File: src/include/pcc_pkg.sv
// Purpose: Constants and carriers for the configuration identity/command/status bank
// Assumes: 32-bit configuration accesses with byte enables, one clock
// Notes:   Event inputs are single-cycle pulses from the bus engines
// Notes on behaviour
// Detected-parity flag sets on master data or target address/data parity error.
// System-error flag sets when SERR# driven; SERR# only while enable set.
// Received-master-abort flag sets when own master transaction master-aborts.
// Received-target-abort flag sets when own master transaction is target-aborted.
// Signaled-target-abort flag sets when own target issues target-abort.
// Devsel timing field reads medium, and claims use medium timing.
// Master data-parity flag sets on PERR# by us or target, if response on.
// Target back-to-back capable bit reads one; target accepts such cycles.
// High-speed capable bit reads zero; 33 MHz operation only.
// Capability list bit reads one; capabilities pointer provided in config space; here only on the cap_pointer port, config reads of other offsets give zero.
// Master back-to-back bit reads zero; master never issues such cycles.
// System-error enable read-write, resets zero, gates SERR# with parity response.
// Wait-cycle bit reads zero; no address or data stepping.
// Parity-response bit read-write, resets zero, enables PERR# and master flag.
// Bus parity is always generated regardless of parity response.
// Identity register: device id high half, vendor id low, global reset.
// Memory and I/O accesses accepted only while their enables set; reset zero.
// Bus mastership only while bus-master enable set; reset value by strap.
// Software writes one only to flags to clear; zero leaves flags alone.
package pcc_pkg;
  localparam logic [11:0] OFF_IDENTITY = 12'h000;
  localparam logic [11:0] OFF_CMD_STAT = 12'h004;
  localparam logic [7:0]  CAP_POINTER  = 8'h34;
  localparam logic [1:0]  DEVSEL_MED   = 2'h1;
  // Edges after reset release until the synchronised strap is valid
  localparam logic [1:0]  STRAP_LOAD_AGE = 2'h2;
  localparam int BIT_DPE  = 31;
  localparam int BIT_SSE  = 30;
  localparam int BIT_RMA  = 29;
  localparam int BIT_RTA  = 28;
  localparam int BIT_STA  = 27;
  localparam int BIT_DEVS = 25;
  localparam int BIT_MDP  = 24;
  localparam int BIT_TBB  = 23;
  localparam int BIT_HSC  = 21;
  localparam int BIT_CAPL = 20;
  localparam int BIT_MBB  = 9;
  localparam int BIT_SEE  = 8;
  localparam int BIT_WAIT = 7;
  localparam int BIT_PRE  = 6;
  localparam int BIT_BME  = 2;
  localparam int BIT_MSE  = 1;
  localparam int BIT_IOE  = 0;
  localparam logic [15:0] RST_DEVICE_ID = 16'h0a5a; // Arbitrary value
  localparam logic [15:0] RST_VENDOR_ID = 16'h5a0a; // Arbitrary value

  typedef struct packed {
    logic master_data_perr;
    logic target_addr_perr;
    logic target_data_perr;
    logic master_abort;
    logic target_abort_rcvd;
    logic target_abort_sent;
    logic perr_by_target;
  } pcc_events_t;

  typedef struct packed {
    logic        wr;
    logic        rd;
    logic [11:0] addr;
    logic [3:0]  be;
    logic [31:0] wdata;
  } pcc_cfg_req_t;
endpackage

File: src/verilog/pcc_config_regs.sv
// Purpose: Configuration header identity and command/status registers
// Assumes: Event and request inputs come from same-clock logic; strap from pin
// Notes:   Writes to the identity word load new ids; global reset restores them
`timescale 1ns/1ps
`default_nettype none
module pcc_config_regs (
  // Clock and resets
  input  wire logic                  clk,
  input  wire logic                  rst_n,
  input  wire logic                  pci_rst_n,
  // Strap for bus-master enable reset value
  input  wire logic                  bm_strap,
  // Configuration access
  input  wire pcc_pkg::pcc_cfg_req_t req,
  output var  logic [31:0]           rdata,
  output var  logic                  rvalid,
  // Bus events
  input  wire pcc_pkg::pcc_events_t  ev,
  input  wire logic                  data_perr_seen,
  // Controls to bus engines
  output var  logic                  perr_drive,
  output var  logic                  serr_drive,
  output var  logic                  mem_access_ok,
  output var  logic                  io_access_ok,
  output var  logic                  master_allowed,
  output var  logic [1:0]            devsel_timing,
  output var  logic [7:0]            cap_pointer
);
  logic [15:0] device_id, vendor_identifier;
  logic [15:0] next_device_id, next_vendor_identifier;
  logic        detected_parity_flag, signaled_system_error_flag;
  logic        received_master_abort_flag, received_target_abort_flag;
  logic        signaled_target_abort_flag, master_data_parity_flag;
  logic        system_error_enable, parity_response_enable;
  logic        bus_master_enable, memory_space_enable, io_space_enable;
  logic        next_dpe, next_sse, next_rma, next_rta, next_sta, next_mdp;
  logic        next_see, next_pre, next_bme, next_mse, next_ioe;
  logic        strap_s1, strap_s2;
  logic [1:0]  strap_age, next_strap_age;
  logic [31:0] cs_word, next_rdata;
  logic        id_hit, cs_hit, serr_now;
  logic [31:0] wmask;

  assign id_hit = req.addr == pcc_pkg::OFF_IDENTITY;
  assign cs_hit = req.addr == pcc_pkg::OFF_CMD_STAT;
  assign wmask  = {{8{req.be[3]}}, {8{req.be[2]}}, {8{req.be[1]}}, {8{req.be[0]}}};
  // Address parity reported only with both enables set
  assign serr_now = ev.target_addr_perr & system_error_enable & parity_response_enable;

  always_comb begin
    cs_word = '0;
    cs_word[pcc_pkg::BIT_DPE]  = detected_parity_flag;
    cs_word[pcc_pkg::BIT_SSE]  = signaled_system_error_flag;
    cs_word[pcc_pkg::BIT_RMA]  = received_master_abort_flag;
    cs_word[pcc_pkg::BIT_RTA]  = received_target_abort_flag;
    cs_word[pcc_pkg::BIT_STA]  = signaled_target_abort_flag;
    cs_word[pcc_pkg::BIT_DEVS +: 2] = pcc_pkg::DEVSEL_MED;
    cs_word[pcc_pkg::BIT_MDP]  = master_data_parity_flag;
    cs_word[pcc_pkg::BIT_TBB]  = 1'b1;
    cs_word[pcc_pkg::BIT_HSC]  = 1'b0;
    cs_word[pcc_pkg::BIT_CAPL] = 1'b1;
    cs_word[pcc_pkg::BIT_MBB]  = 1'b0;
    cs_word[pcc_pkg::BIT_SEE]  = system_error_enable;
    cs_word[pcc_pkg::BIT_WAIT] = 1'b0;
    cs_word[pcc_pkg::BIT_PRE]  = parity_response_enable;
    cs_word[pcc_pkg::BIT_BME]  = bus_master_enable;
    cs_word[pcc_pkg::BIT_MSE]  = memory_space_enable;
    cs_word[pcc_pkg::BIT_IOE]  = io_space_enable;
  end

  // Identity word, global reset domain
  always_comb begin
    next_device_id = device_id;
    next_vendor_identifier = vendor_identifier;
    if (req.wr && id_hit) begin
      next_device_id = (device_id & ~wmask[31:16]) | (req.wdata[31:16] & wmask[31:16]);
      next_vendor_identifier = (vendor_identifier & ~wmask[15:0])
                               | (req.wdata[15:0] & wmask[15:0]);
    end
  end

  always_ff @(posedge clk or negedge rst_n) begin
    if (!rst_n) begin
      device_id         <= pcc_pkg::RST_DEVICE_ID;
      vendor_identifier <= pcc_pkg::RST_VENDOR_ID;
    end else begin
      device_id         <= next_device_id;
      vendor_identifier <= next_vendor_identifier;
    end
  end

  // Status flags: a set in the same cycle as a clear wins
  always_comb begin
    logic clr_ok;
    logic [31:0] c;
    clr_ok = req.wr && cs_hit;
    c = clr_ok ? (req.wdata & wmask) : 32'h0;
    next_dpe = (detected_parity_flag & ~c[pcc_pkg::BIT_DPE])
             | ev.master_data_perr | ev.target_addr_perr | ev.target_data_perr;
    next_sse = (signaled_system_error_flag & ~c[pcc_pkg::BIT_SSE]) | serr_now;
    next_rma = (received_master_abort_flag & ~c[pcc_pkg::BIT_RMA]) | ev.master_abort;
    next_rta = (received_target_abort_flag & ~c[pcc_pkg::BIT_RTA])
             | ev.target_abort_rcvd;
    next_sta = (signaled_target_abort_flag & ~c[pcc_pkg::BIT_STA])
             | ev.target_abort_sent;
    next_mdp = (master_data_parity_flag & ~c[pcc_pkg::BIT_MDP])
             | (parity_response_enable & (ev.master_data_perr | ev.perr_by_target));
    next_see = system_error_enable;
    next_pre = parity_response_enable;
    // Strap is only trusted once it has crossed both synchroniser stages
    next_strap_age = (strap_age == 2'h3) ? strap_age : strap_age + 2'h1;
    next_bme = (strap_age == pcc_pkg::STRAP_LOAD_AGE) ? strap_s2 : bus_master_enable;
    next_mse = memory_space_enable;
    next_ioe = io_space_enable;
    if (clr_ok && req.be[1]) begin
      next_see = req.wdata[pcc_pkg::BIT_SEE];
    end
    if (clr_ok && req.be[0]) begin
      next_pre = req.wdata[pcc_pkg::BIT_PRE];
      next_bme = req.wdata[pcc_pkg::BIT_BME];
      next_mse = req.wdata[pcc_pkg::BIT_MSE];
      next_ioe = req.wdata[pcc_pkg::BIT_IOE];
    end
  end

  // Strap passes a synchroniser, then is caught once after reset release
  always_ff @(posedge clk or negedge pci_rst_n) begin
    if (!pci_rst_n) begin
      strap_s1    <= 1'b0;
      strap_s2    <= 1'b0;
      strap_age   <= 2'h0;
      detected_parity_flag       <= 1'b0;
      signaled_system_error_flag <= 1'b0;
      received_master_abort_flag <= 1'b0;
      received_target_abort_flag <= 1'b0;
      signaled_target_abort_flag <= 1'b0;
      master_data_parity_flag    <= 1'b0;
      system_error_enable        <= 1'b0;
      parity_response_enable     <= 1'b0;
      bus_master_enable          <= 1'b0;
      memory_space_enable        <= 1'b0;
      io_space_enable            <= 1'b0;
    end else begin
      strap_s1    <= bm_strap;
      strap_s2    <= strap_s1;
      strap_age   <= next_strap_age;
      detected_parity_flag       <= next_dpe;
      signaled_system_error_flag <= next_sse;
      received_master_abort_flag <= next_rma;
      received_target_abort_flag <= next_rta;
      signaled_target_abort_flag <= next_sta;
      master_data_parity_flag    <= next_mdp;
      system_error_enable        <= next_see;
      parity_response_enable     <= next_pre;
      bus_master_enable          <= next_bme;
      memory_space_enable        <= next_mse;
      io_space_enable            <= next_ioe;
    end
  end

  // Read port: unmapped offsets read zero
  always_comb begin
    next_rdata = rdata;
    if (req.rd) begin
      if (id_hit) begin
        next_rdata = {device_id, vendor_identifier};
      end else if (cs_hit) begin
        next_rdata = cs_word;
      end else begin
        next_rdata = 32'h0;
      end
    end
  end

  always_ff @(posedge clk or negedge rst_n) begin
    if (!rst_n) begin
      rdata          <= 32'h0;
      rvalid         <= 1'b0;
      perr_drive     <= 1'b0;
      serr_drive     <= 1'b0;
      mem_access_ok  <= 1'b0;
      io_access_ok   <= 1'b0;
      master_allowed <= 1'b0;
      devsel_timing  <= pcc_pkg::DEVSEL_MED;
      cap_pointer    <= pcc_pkg::CAP_POINTER;
    end else begin
      rdata          <= next_rdata;
      rvalid         <= req.rd;
      perr_drive     <= data_perr_seen & parity_response_enable;
      serr_drive     <= serr_now;
      mem_access_ok  <= next_mse;
      io_access_ok   <= next_ioe;
      master_allowed <= next_bme;
      devsel_timing  <= pcc_pkg::DEVSEL_MED;
      cap_pointer    <= pcc_pkg::CAP_POINTER;
    end
  end

  // Checks
  a_serr_gated: assert property (@(posedge clk) disable iff (!pci_rst_n || !rst_n)
    serr_drive |-> $past(system_error_enable) && $past(parity_response_enable))
    else $error("SERR driven while disabled");
  a_serr_flag: assert property (@(posedge clk) disable iff (!pci_rst_n || !rst_n)
    serr_drive |-> signaled_system_error_flag)
    else $error("system error flag not set with SERR");
  a_dpe_set: assert property (@(posedge clk) disable iff (!pci_rst_n)
    (ev.master_data_perr || ev.target_addr_perr || ev.target_data_perr)
    |=> detected_parity_flag)
    else $error("detected parity flag missed");
  a_rma_set: assert property (@(posedge clk) disable iff (!pci_rst_n)
    ev.master_abort |=> received_master_abort_flag)
    else $error("master abort flag missed");
  a_rta_set: assert property (@(posedge clk) disable iff (!pci_rst_n)
    ev.target_abort_rcvd |=> received_target_abort_flag)
    else $error("received target abort flag missed");
  a_sta_set: assert property (@(posedge clk) disable iff (!pci_rst_n)
    ev.target_abort_sent |=> signaled_target_abort_flag)
    else $error("signaled target abort flag missed");
  a_mdp_gate: assert property (@(posedge clk) disable iff (!pci_rst_n)
    $rose(master_data_parity_flag) |-> $past(parity_response_enable))
    else $error("master parity flag set without response");
  a_flag_hold: assert property (@(posedge clk) disable iff (!pci_rst_n)
    (req.wr && cs_hit && req.be[3] && !req.wdata[pcc_pkg::BIT_RMA] && received_master_abort_flag)
    |=> received_master_abort_flag)
    else $error("zero write cleared a flag");
  a_cs_fixed: assert property (@(posedge clk) disable iff (!pci_rst_n || !rst_n)
    rvalid && $past(req.rd && cs_hit) |-> rdata[26:25] == 2'h1 && rdata[23] == 1'h1
    && rdata[21] == 1'h0 && rdata[20] == 1'h1 && rdata[9] == 1'h0
    && rdata[7] == 1'h0)
    else $error("fixed status fields wrong");
  a_mem_gate: assert property (@(posedge clk) disable iff (!pci_rst_n || !rst_n)
    mem_access_ok == memory_space_enable)
    else $error("memory access gate out of step");
  a_perr_gate: assert property (@(posedge clk) disable iff (!pci_rst_n || !rst_n)
    perr_drive |-> $past(parity_response_enable))
    else $error("PERR driven without response enable");

  // Flags rise only for a cause seen on the previous edge; the master parity flag must rise on its cause
  a_dpe_cause: assert property (@(posedge clk) disable iff (!pci_rst_n)
    $rose(detected_parity_flag)
    |-> $past(ev.master_data_perr || ev.target_addr_perr || ev.target_data_perr))
    else $error("detected parity flag set without cause");
  a_sse_cause: assert property (@(posedge clk) disable iff (!pci_rst_n)
    $rose(signaled_system_error_flag)
    |-> $past(serr_now))
    else $error("system error flag set without SERR");
  a_rma_cause: assert property (@(posedge clk) disable iff (!pci_rst_n)
    $rose(received_master_abort_flag)
    |-> $past(ev.master_abort))
    else $error("master abort flag set without cause");
  a_rta_cause: assert property (@(posedge clk) disable iff (!pci_rst_n)
    $rose(received_target_abort_flag)
    |-> $past(ev.target_abort_rcvd))
    else $error("received target abort flag set without cause");
  a_sta_cause: assert property (@(posedge clk) disable iff (!pci_rst_n)
    $rose(signaled_target_abort_flag)
    |-> $past(ev.target_abort_sent))
    else $error("signaled target abort flag set without cause");
  a_mdp_set: assert property (@(posedge clk) disable iff (!pci_rst_n)
    parity_response_enable && (ev.master_data_perr || ev.perr_by_target)
    |=> master_data_parity_flag)
    else $error("master parity flag missed");

  // A one clears, unless an event lands on the same edge
  a_flag_clear: assert property (@(posedge clk) disable iff (!pci_rst_n)
    req.wr && cs_hit && req.be[3] && req.wdata[pcc_pkg::BIT_RMA] && !ev.master_abort
    |=> !received_master_abort_flag)
    else $error("one write did not clear flag");

  // Enable bits follow their byte lane; bus-master enable takes the strap once
  a_see_write: assert property (@(posedge clk) disable iff (!pci_rst_n)
    req.wr && cs_hit && req.be[1]
    |=> system_error_enable == $past(req.wdata[pcc_pkg::BIT_SEE]))
    else $error("system error enable not written");
  a_pre_write: assert property (@(posedge clk) disable iff (!pci_rst_n)
    req.wr && cs_hit && req.be[0]
    |=> parity_response_enable == $past(req.wdata[pcc_pkg::BIT_PRE]))
    else $error("parity response enable not written");
  a_strap_load: assert property (@(posedge clk) disable iff (!pci_rst_n)
    strap_age == pcc_pkg::STRAP_LOAD_AGE && !(req.wr && cs_hit && req.be[0])
    |=> bus_master_enable == $past(strap_s2))
    else $error("bus master enable missed the strap");

  // Bus-side drives
  a_serr_pulse: assert property (@(posedge clk) disable iff (!pci_rst_n || !rst_n)
    ev.target_addr_perr && system_error_enable && parity_response_enable
    |=> serr_drive)
    else $error("SERR not driven on address parity error");
  a_perr_pulse: assert property (@(posedge clk) disable iff (!pci_rst_n || !rst_n)
    data_perr_seen && parity_response_enable
    |=> perr_drive)
    else $error("PERR not driven on data parity error");
  a_io_gate: assert property (@(posedge clk) disable iff (!pci_rst_n || !rst_n)
    io_access_ok == io_space_enable)
    else $error("io access gate out of step");
  a_master_gate: assert property (@(posedge clk) disable iff (!pci_rst_n || !rst_n)
    master_allowed == bus_master_enable)
    else $error("master gate out of step");
  a_devsel_fixed: assert property (@(posedge clk) disable iff (!rst_n)
    devsel_timing == pcc_pkg::DEVSEL_MED)
    else $error("devsel timing not medium");
  a_cap_fixed: assert property (@(posedge clk) disable iff (!rst_n)
    cap_pointer == pcc_pkg::CAP_POINTER)
    else $error("capability pointer wrong");

  // Read port and identity word
  a_id_read: assert property (@(posedge clk) disable iff (!rst_n)
    rvalid && $past(req.rd && id_hit)
    |-> rdata == $past({device_id, vendor_identifier}))
    else $error("identity read wrong");
  a_id_write: assert property (@(posedge clk) disable iff (!rst_n)
    req.wr && id_hit && req.be == 4'hf
    |=> {device_id, vendor_identifier} == $past(req.wdata))
    else $error("identity write lost");
  a_unmapped_zero: assert property (@(posedge clk) disable iff (!rst_n)
    rvalid && $past(req.rd && !id_hit && !cs_hit)
    |-> rdata == 32'h0)
    else $error("unmapped read not zero");
  a_rvalid_pulse: assert property (@(posedge clk) disable iff (!rst_n)
    rvalid == $past(req.rd))
    else $error("read valid out of step");

  c_serr: cover property (@(posedge clk) serr_drive);
  c_strap: cover property (@(posedge clk) strap_age == pcc_pkg::STRAP_LOAD_AGE && strap_s2);
  c_clear: cover property (@(posedge clk) received_master_abort_flag ##1 !received_master_abort_flag);
  c_set_clr: cover property (@(posedge clk) req.wr && cs_hit && ev.master_abort);
  c_id_read: cover property (@(posedge clk) req.rd && id_hit ##1 rvalid);
endmodule // pcc_config_regs
`default_nettype wire

File: config.mk
export PLATFORM = sky130hd
export DESIGN_NAME = pcc_config_regs
export DESIGN_NICKNAME = d
export VERILOG_FILES = /design/src/include/pcc_pkg.sv /design/src/verilog/pcc_config_regs.sv
export SDC_FILE = /design/constraint.sdc
export NUM_CORES = 1
export LEC_CHECK = 0
export CORE_MARGIN = 1
export CORE_UTILIZATION = 55
export DETAILED_ROUTE_END_ITERATION = 12
export DONT_BUFFER_PORTS = 1
export GPL_TIMING_DRIVEN = 0
export HOLD_SLACK_MARGIN = 0.06
export PLACE_DENSITY_LB_ADDON = 0.05
export SYNTH_ARGS = -nofsm -noshare
export SYNTH_HDL_FRONTEND = slang
export SYNTH_SLANG_ARGS = --single-unit
File: constraint.sdc
create_clock -name clk -period 2.1 [get_ports clk]
set_input_delay 0.525 -clock clk [delete_from_list [all_inputs] [get_ports clk]]
set_output_delay 0.525 -clock clk [all_outputs]
set_load 0.005 [all_outputs]
======== Word level (Yosys, flattened, before mapping) ========
Cells that the tools add are included.
word-level totals
  input bits .............................. 62
  flip-flop bits (word level) ............. 85
  output and inout port bits .............. 48
operators by class
  reductions and logical operators ........ 5
  mux-type cells .......................... 7
  equality and inequality tests ........... 3
  bitwise operators ....................... 34
  add/sub/neg operators ................... 1
operator list
  cell                 number
  $mux 32              3
  $and 16x16->16       4
  $and 32x32->32       1
  $not 16->16          2
  $or 16x16->16        2
  $eq 12x3->1 const B  1
  $logic_not 12->1     1
  $and 1x1->1          10
  $or 1x1->1           9
  $not 1->1            6
  $eq 2x2->1 const B   2
  $logic_and 1x1->1    4
  $mux 1               4
  $add 2x1->2 const B  1

======== Depth between registers and ports, before layout ========
Gate-level depths: netlist of the first run.
  word-level depth ........................ 8
  mapped depth ............................ 6
  depth with buffers taken out ............ 4

======== Least setup slack after synthesis of the first run ========
OpenSTA, ideal clock, no wires.
  path kind ............................... input to register
  start point ............................. input req[45] in the netlist's numbering
  end point ............................... register rdata[10]
  data required time ...................... 2.004 ns
  arrival ................................. 2.152 ns
  cell stages on the path ................. 6
  slack ................................... -0.148 ns
  path through ............................ or4_4 > buf_6 > or4_4 > buf_6 > buf_6 > o32ai_2
on the way
  longest elaborated chain between the ends .. 2
ends and longest elaborated chain
  item                  line                    RTL
  from (decl)           pcc_config_regs.sv:14   input wire pcc_pkg::pcc_cfg_req_t req,
  $logic_not 12->1      pcc_config_regs.sv:44   assign id_hit = req.addr == pcc_pkg::OFF_IDENTITY;
  $mux 32               pcc_config_regs.sv:165  if (id_hit) begin
  to (signal assigned)  pcc_config_regs.sv:187  rdata <= next_rdata;
  to (decl)             pcc_config_regs.sv:15   output var logic [31:0] rdata,
Every way passes these cells.
A chain may end at the register's enable or synchronous reset.

==> summary.md, run 1 <==
| Metric | Value |
|---|---|
| FILL cells | between 500 and 600 |
| Crit end category | register |
| H-tree depth | 3 |
| P&R area growth vs syn | 13.1% |
| Crit path from | req[41] |
| Min Hold Slack | -0.138 ns |
| Worst Clk Skew | ~0.0057 ns |
| Status | finished, violations left |
| Final std cells w/o fill | 381 |
| IO Pins | 110 |
| Yosys cell types | 33 |
| Avg Cell Area, Syn | about 14 um2 |
| Cells on worst reg2reg path | 4 |
| Initial antenna violation count | 0 |
| Die height | 84.5 um |
| Combinational power share | around 3.5% |
| Max Root-Sink Buffers | 2 |
| Setup CP Type | input pin to register |
| Post-route setup slack | slightly above 0.05 ns |
| Clock Latency Late Sink | 0.35 ns |
| Share of the synthesized area in the top cell type | about half |
| Leading area contributor after synthesis | dfrtp_1 |
| Seq/Total Area, Yosys | 57.2% |
| Reg area | between 2000 and 2500 um2 |
| I/O Buffers | 0 |
| Slew HR | 48.0% |
| Clock slew at reported path FFs | approximately 0.080 ns |
| Via count | ~2,100 |
| Top cells by area, synth | dfrtp_1 (49%), mux2_2 (11%), dfstp_2 (8.4%), o32ai_2 (7.0%), inv_1 (4.1%) |
| Footprint of the multi-input gates | about 1400 um2 |
| Share of cells above drive strength 1 | 36.5% |
| Post-synth EDFFs | 0 |
| CTS tree | built |
| P_int | approximately 2.3 mW |
| FP Rows | 29 |
| DRC | 9 |
| Detailed Place HPWL | 5040 um |
| Hold-fix buffers at CTS | 1 |
| Congestion Overflow GR | 0 |
| Fin Setup TNS | 0 ns |
| Yosys reg bits | 85 |
| Chip Width | ~84 um |
| Layout Nets | approximately 360 |
| Num CTS Buffers | 9 |
| Clock power share | between 30 and 40% |
| Tmin final | 2.05 ns |
| RePlAce Congestion | 0.709 |
| Setup violations, final | 0 |
| Pre-CTS setup slack | -0.523 ns |
| Vias in the first global route | approximately 2,300 |
| Die area | approximately 7000 um2 |
| Max-cap violations | 0 |
| Critical path startpoint category | input pin |
| Synth Instances | between 200 and 300 |
| Primary FF master, synth | dfrtp_1 |
| Failing checks | DRC, hold timing |
| Ant. Diodes | 0 |
| Maximum vdd drop | slightly below 0.6 mV |
| Least-Margin Pin Slew | approximately 0.77 ns |
| Critical Path RT | 2.38 ns |
| Crit path arrival time | between 2 and 2.5 ns |
| FMAX | 0.488 GHz |
| Leak | between 1.5 and 2 nW |
| RR Startpoint | strap_age[0] |
| Reg power frac | between 50% and 60% |
| Vias per std cell | roughly 5.6 |
| Mapped cell area | between 3000 and 4000 um2 |
| Share of async-settable or async-resettable flops after synthesis | 100% |
| Total placed cells including tap cells | between 300 and 400 |
| Switching power | about 0.64 mW |
| Crit path max fanout | 8 |
| First-pass GRT wire length | 12,200 um |
| Final hold vios | 58 |
| Worst hold path class | input pin to asynchronous set/reset pin |
| Wire per inst | roughly 19 um |
| RSZ-0062 raised after global routing | false |
| Core area | 6460 um2 |
| Synth warn | 0 |
| Largest net degree at the start of global routing | ~70 |
| Initial DRT Pass Iterations | 11 |
| CTS root buf | clkbuf_8 |
| Sink Count | 85 |
| DRT iter0 DRCs | 150 |
| GRT Overall Usage | a little under a quarter |
| Tcrit/Tclk final | a little over nine tenths |
| Switching Share | between 20% and 30% |
| P per Cell Area | about 700 nW/um2 |
| Fin util | between 60% and 70% |
| Routed WL | 7300 um |
| Pins over their slew limit | 0 |
| ANT nets after route | 0 |
| Cell with the most instances after synthesis | dfrtp_1 |
| Synth cell count leaders | dfrtp_1 (73), inv_1 (41), mux2_2 (38) |
| Initial core utilization | around 58% |
-- power by group through the flow --
stage	Sequential, mW	Clock, mW	Combinational [mW]
global route	1.65	1.26	0.113
finish	1.65	1.16	0.103
floorplan	1.68	0	0.0803
CTS	1.65	1.19	0.104
detailed placement	1.68	0	0.0952
global placement	1.68	0	0.0954
-- timing repair --
| item | CTS | global route |
|---|---|---|
| pin swaps | 2 | 3 |
| setup endpoints to repair | 8 | 49 |
| cloned | 0 | 0 |
| resized for setup | 1 | 2 |
| buffers inserted | 0 | 4 |
| hold endpoints to repair | 85 | 70 |
-- stage by stage --
step                      power (mW)  area [um2]  hold WS (ns)
final                           2.91        4230        -0.138
after global routing            3.02        4230        -0.166
after CTS                       2.95        4180        -0.162
after detailed placement        1.77        3960         0.230
after global placement          1.77        3960         0.230
after floorplan                 1.76        3860         0.229
-- path summary, 6_finish.rpt --
kind | endpoint | slack [ns]
min in group clk | strap_s1 | 0.20
worst max-delay path | register | 0.05
worst max register to register | master_allowed | 0.75
worst min register to register | strap_s2 | 0.35
max in group asynchronous | strap_s2 | 1.00
worst min-delay path | asynchronous set/reset pin | -0.14
-- kinds of logic (layout without fill, tap and decap cells) --
| group | Yosys count | count (layout) | share of synthesized area, % |
|---|---|---|---|
| adders and majority gates | 2 | 2 | 0.669 |
| other | 2 | 10 | 0.201 |
| AOI/OAI and AO/OA | 40 | 40 | 12.0 |
| xor gates and xnor gates | 1 | 1 | 0.234 |
| buffers and inverters | 65 | 86 | 8.46 |
| DFF | 85 | 85 | 57.2 |
| and+or+nand+nor | 31 | 31 | 6.79 |
| muxes | 49 | 49 | 14.4 |
-- metal layers --
| layer | wire (um) | vias up | track usage, % |
|---|---|---|---|
| li1 | - | 985 | - |
| met1 | 3090 | 1078 | 29.1 |
| met2 | 3420 | 77 | 35.4 |
| met3 | 715 | 9 | 10.4 |
| met4 | 66 | 0 | 6.01 |
| met5 | 0 | - | 0 |
-- critical path, cell delays in order --
cell and delay [ns]:
or4_4 0.52, buf_6 0.17, nor4_4 0.70, mux2_2 0.41
-- cells in the final DEF (no fill, tap or decap), drive strengths merged, types with 5 or more instances in the layout --
cell	n
inv	42
mux2	38
nor2	6
buf	22
o2bb2ai	14
o32ai	18
mux2i	11
nor4	8
dfstp	12
clkbuf	17
dfrtp	73
conb	10
a31oi	5
-- final cells by class --
type | instances | area share [%]
Inverter | 41 | 3.64
Clock inverter | 5 | 1.39
Sequential cell | 85 | 50.6
Tap cell | 77 | 2.28
Multi-Input combinational cell | 133 | 33.1
Clock buffer | 11 | 3.34
Timing Repair Buffer | 5 | 1.54
Buffer | 24 | 4.14
Note: power is estimated with default switching activity, not from simulation.
==> inputs of run 2 (changes only) <==
--- a/config.mk
+++ b/config.mk
@@ -5,10 +5,10 @@
 export SDC_FILE = /design/constraint.sdc
 export NUM_CORES = 1
 export LEC_CHECK = 0
+export BUFFER_PORTS_ARGS = -buffer_cell sky130_fd_sc_hd__buf_2
 export CORE_MARGIN = 1
 export CORE_UTILIZATION = 55
 export DETAILED_ROUTE_END_ITERATION = 12
-export DONT_BUFFER_PORTS = 1
 export GPL_TIMING_DRIVEN = 0
 export HOLD_SLACK_MARGIN = 0.06
 export PLACE_DENSITY_LB_ADDON = 0.05
==> run 2 against run 1 <==
Global-route usage increased by 0.80 points. Clock power decreased by 8%. Non-clock buffer count increased by 97. Register-to-register slack about the same. Critical path depth increased by 3. Cell count increased by 25%. The run ends with DRC left. Count of clock-buffer cells in the layout decreased by 1. Via count increased by 17%. Core utilization increased by 8.0 points. Highest routed layer unchanged.
==> summary.md, run 2 (synthesis gave the netlist of run 1 again) <==
| Metric | Value |
|---|---|
| Tot Pwr | 2.91 mW |
| Chip Width | between 80 and 90 um |
| Die height | 84.5 um |
| Fin Setup TNS | 0 ns |
| Least-Margin Pin Slew | roughly 0.88 ns |
| RSZ-0062 raised after global routing | false |
| H-tree depth | 3 |
| RePlAce Congestion | roughly 0.77 |
| Final hold vios | 0 |
| Wire per inst | ~16 um |
| Final std cells w/o fill | roughly 480 |
| Detailed Place HPWL | around 5400 um |
| Most common cell after layout, fill and taps aside | buf_2 |
| Routed WL | 7740 um |
| Vias in the first global route | 2,646 |
| Initial DRT Pass Iterations | 8 |
| Die area | ~7100 um2 |
| DRT iter0 DRCs | ~120 |
| Via count | ~2,500 |
| Cell Chain, Critical Path | buf_2, or4_4, buf_8, or4_4, buf_6, buf_2, o2bb2ai_1 |
| Slowest cell on crit path | or4_4 |
| ANT nets after route | 0 |
| Share of cells above drive strength 1 | 52.9% |
| GRT Overall Usage | between 20% and 30% |
| Tmin final | roughly 2.0 ns |
| CP top delay family | simple AND/OR/NAND/NOR gates |
| Initial antenna violation count | 0 |
| Crit path arrival time | around 2.3 ns |
| Worst hold path class | input pin to asynchronous set/reset pin |
| Grt met2 use | about 36% |
| Slew HR | a little over 40% |
| Pre-CTS setup slack | -0.573 ns |
| Ant. Diodes | 0 |
| Vias per std cell | roughly 5.3 |
| Met1 usage | a little under a third |
| Sink Count | 85 |
| Congestion Overflow GR | 0 |
| Max incr delay on CP | between 0.5 and 0.6 ns |
| P per Cell Area | between 600 and 700 nW/um2 |
| DRC | 20 |
| Clock slew at reported path FFs | 0.09 ns |
| Post-route setup slack | between 0.05 and 0.06 ns |
| Core area | around 6500 um2 |
| Critical Path RT | 2.37 ns |
| Met3 GRT Util | ~5.6% |
| FILL cells | between 400 and 500 |
| Pins over their slew limit | 0 |
| Largest net degree at the start of global routing | slightly above 70 |
| Reg area | 2140 um2 |
| Most frequent cells in the layout | buf_2 (99), dfrtp_1 (73), inv_1 (41) |
| Status | finished, violations left |
| Crit end category | register |
| Failing checks | DRC |
| Setup CP Type | input pin to register |
| Tcrit/Tclk final | 97.4% |
| Critical path startpoint category | input pin |
| Initial core utilization | 57.9% |
| Worst Path Buf+Inv | 4 |
| Crit path max fanout | 10 |
| Global route hottest layer | met2 |
| Min Hold Slack | 0.0693 ns |
| Footprint of the multi-input gates | ~1400 um2 |
| Total placed cells including tap cells | 459 |
| Num CTS Buffers | 9 |
| IO Pins | between 100 and 150 |
| P&R area growth vs syn | 26.9% |
| CTS root buf | clkbuf_8 |
| I/O Buffers | 99 |
| First-pass GRT wire length | 12,800 um |
| CTS tree | built |
| Max-cap violations | 0 |
| Worst Clk Skew | about 0.01 ns |
| Setup violations, final | 0 |
| Layout Nets | 460 |
| FMAX | between 0.4 and 0.5 GHz |
| Maximum vdd drop | 0.425 mV |
| Max Root-Sink Buffers | 2 |
| Leak | between 2 and 2.5 nW |
| FP Rows | 29 |
| Clock Latency Late Sink | about 0.36 ns |
-- run 2: changes by cell type in the layout (fill, tap and decap cells not counted), sizes merged --
| cell | previous run | this run |
|---|---|---|
| clkbuf | 17 | 14 |
| dlygate4sd3 | 1 | 0 |
| buf | 22 | 122 |
| clkinv | 1 | 3 |
| bufinv | 1 | 0 |
-- run 2: area by class of cell --
| type | count | share of cell area [%] |
|---|---|---|
| inverter | 41 | 3.24 |
| sequential | 85 | 45.1 |
| clock buffer | 10 | 2.90 |
| tap | 77 | 2.03 |
| clock inverter | 6 | 0.974 |
| buffer | 21 | 3.27 |
| multi-input combinational | 133 | 29.8 |
| timing repair buffer | 105 | 12.7 |
-- run 2: per-stage QoR --
step	utilization [%]	cell area (um2)
after floorplan	-	3860
after global placement	69.0	4450
after detailed placement	69.0	4460
after CTS	73.1	4720
after global routing	73.6	4750
final	73.6	4750
-- run 2: repair_timing --
| item | 4_1_cts | 5_1_grt |
|---|---|---|
| gates resized for setup | 1 | 2 |
| pin swaps | 4 | 1 |
| buffers inserted | 4 | 2 |
| endpoints found under the setup margin | 65 | 12 |
| hold buffers | 0 | 0 |
| cloned | 0 | 0 |
-- run 2: routing by layer --
layer,vias to the layer above,wire length [um]
met4,0,129
li1,1182,-
met1,1252,3470
met3,11,455
met5,-,0
met2,75,3690
-- run 2: power by group --
group	total, mW	switching, mW	leakage [nW]	internal (mW)
sequential	1.65	0.00287	1.10	1.64
clock	1.07	0.600	0.0889	0.468
combinational	0.195	0.113	1.11	0.0815
-- run 2: worst paths after layout --
check / startpoint / end / slack, ns / cells after the start
worst min register to register: strap_s1 / strap_s2 / 0.37 / 0
worst max-delay path: req[45] / rdata[0] / 0.05 / 7
worst max register to register: strap_age[0] / bus_master_enable / 0.76 / 4
max in group asynchronous: rst_n / rdata[20] / 1.24 / 1
worst min-delay path: pci_rst_n / strap_age[0] / 0.07 / 1
min in group clk: bm_strap / strap_s1 / 0.27 / 1
==> inputs of run 3 (changes only) <==
--- a/config.mk
+++ b/config.mk
@@ -7,10 +7,11 @@
 export LEC_CHECK = 0
 export BUFFER_PORTS_ARGS = -buffer_cell sky130_fd_sc_hd__buf_2
 export CORE_MARGIN = 1
-export CORE_UTILIZATION = 55
+export CORE_UTILIZATION = 50
 export DETAILED_ROUTE_END_ITERATION = 12
 export GPL_TIMING_DRIVEN = 0
 export HOLD_SLACK_MARGIN = 0.06
+export MAX_ROUTING_LAYER = met4
 export PLACE_DENSITY_LB_ADDON = 0.05
 export SYNTH_ARGS = -nofsm -noshare
 export SYNTH_HDL_FRONTEND = slang
==> run 3 against run 2 <==
The flow finishes with violations (setup timing). Critical path type unchanged. Sequential power barely moved. Die area rose by 9.8%. Clock skew fell by 0.0042 ns. Setup slack got worse by 0.056 ns. Combinational power barely moved. Wire length rose by 2.8%. Via count rose by 0.52%. Maximum frequency fell by 2.7%. Non-clock buffer count rose by 7.
==> summary.md, run 3 (synthesis gave the netlist of run 1 again) <==
| Metric | Value |
|---|---|
| Total placed cells including tap cells | approximately 480 |
| Clock power share | a little over two fifths |
| Fin Setup TNS | -0.00333 ns |
| Tot Pwr | 3.25 mW |
| Hold-fix buffers at CTS | 0 |
| I/O Buffers | 99 |
| Setup CP Type | input pin to register |
| Final std cells w/o fill | just over 500 |
| Chip Width | 88.5 um |
| DRT iter0 DRCs | 67 |
| Num CTS Buffers | 9 |
| CTS tree | built |
| Max-cap violations | 0 |
| Die area | between 7000 and 8000 um2 |
| Detailed Place HPWL | 5430 um |
| Vias in the first global route | ~2,600 |
| FMAX | around 0.48 GHz |
| Status | finished, violations left |
| Reg area | approximately 2100 um2 |
| Crit path max fanout | 10 |
| P&R area growth vs syn | 30.2% |
| Largest net degree at the start of global routing | 71 |
| Clock slew at reported path FFs | around 0.09 ns |
| Critical Path RT | 2.35 ns |
| Sink Count | 85 |
| Reg power frac | between 50 and 60% |
| DP Area | roughly 4500 um2 |
| IO Pins | 110 |
| P_int | ~2.5 mW |
| FP Rows | 31 |
| Footprint of the multi-input gates | between 1000 and 1500 um2 |
| Die height | ~90 um |
| Maximum vdd drop | slightly below 0.5 mV |
| Switching power | approximately 0.7 mW |
| Fin area | a little under 5000 um2 |
| P per Cell Area | ~670 nW/um2 |
| Core area | about 7300 um2 |
| Routed WL | approximately 8000 um |
| Setup violations, final | 2 |
| First-pass GRT wire length | about 12,000 um |
| Pins over their slew limit | 0 |
| Tcrit/Tclk final | 100% |
| RePlAce Congestion | slightly above 0.7 |
| H-tree depth | 3 |
| Vias per std cell | 5.00 |
| Congestion Overflow GR | 0 |
| Worst Clk Skew | ~0.0060 ns |
| FILL cells | between 500 and 600 |
| Critical path startpoint category | input pin |
| CTS root buf | clkbuf_8 |
| Fin util | about two thirds |
| Initial antenna violation count | 0 |
| Crit path arrival time | about 2.4 ns |
| Clock Latency Late Sink | about 0.36 ns |
| Combinational power share | under 10% |
| Switching Share | between 20 and 25% |
| Wire per inst | 15.7 um |
| Via count | approximately 2,500 |
| ANT nets after route | 0 |
| Post-route setup slack | -0.00239 ns |
| Tmin final | roughly 2.1 ns |
| GRT Overall Usage | about 22% |
| DRC | 0 |
| Ant. Diodes | 0 |
| Layout Nets | around 470 |
| Initial DRT Pass Iterations | 4 |
| Worst hold path class | input pin to asynchronous set/reset pin |
| Failing checks | setup timing |
| Initial core utilization | 51.6% |
| Pre-CTS setup slack | -0.715 ns |
| Slew HR | 40.9% |
| Leak | around 2.4 nW |
| Most frequent cells in the layout | buf_2 (98), dfrtp_1 (73), inv_1 (41) |
| Final hold vios | 0 |
| Crit end category | register |
| Most common cell after layout, fill and taps aside | buf_2 |
| Share of cells above drive strength 1 | about 54% |
| Least-Margin Pin Slew | ~0.89 ns |
| Min Hold Slack | 0.0693 ns |
| Max Root-Sink Buffers | 2 |
==> run 3: cell types whose count changed in the layout (fill, tap and decap cells not counted), sizes merged <==
cell,change
buf,+6
clkbuf,+1
bufinv,+3
inv,-1
clkinv,-2
==> run 3: layout make-up <==
class	count	area share, %
multi-input combinational	133	29.5
inverter	41	3.16
timing repair buffer	111	12.1
tap	99	2.54
clock buffer	10	2.83
sequential	85	44.0
buffer	22	3.65
clock inverter	6	2.26
==> run 3: power groups by stage <==
stage	combinational, mW	sequential (mW)	clock (mW)
5_1_grt	0.221	1.65	1.50
3_3_place_gp	0.192	1.68	0
4_1_cts	0.196	1.65	1.44
2_1_floorplan	0.0803	1.68	0
3_5_place_dp	0.195	1.68	0
6_report	0.198	1.65	1.41
==> run 3: timing repair <==
item,CTS,global route
endpoints found under the setup margin,74,11
pin swaps,4,0
gates resized for setup,2,7
setup buffers,8,4
==> run 3: path summary, 6_finish.rpt <==
| kind | from | to | slack (ns) | cells past startpoint |
|---|---|---|---|---|
| hold reg to reg | strap_s1 | strap_s2 | 0.36 | 0 |
| setup / recovery | req[41] | rdata[18] | -0.002 | 7 |
| max in group asynchronous | rst_n | master_allowed | 1.24 | 1 |
| hold / removal | pci_rst_n | strap_age[1] | 0.07 | 1 |
| setup reg to reg | strap_age[0] | master_allowed | 0.72 | 4 |
| min in group clk | bm_strap | strap_s1 | 0.27 | 1 |
==> run 3: per-layer routing <==
layer | vias up | global-route usage, % | part of all wire, %
met5 | - | - | 0
li1 | 1191 | - | -
met4 | 0 | 6.89 | 1.1
met1 | 1252 | 27.8 | 45
met2 | 84 | 35.1 | 49
met3 | 6 | 6.53 | 4.8
==> run 3: critical path: stages <==
cell and delay (ns):
buf_2 0.10, or4_4 0.55, buf_12 0.15, or4_4 0.50, buf_6 0.15, buf_6 0.15, o32ai_2 0.22
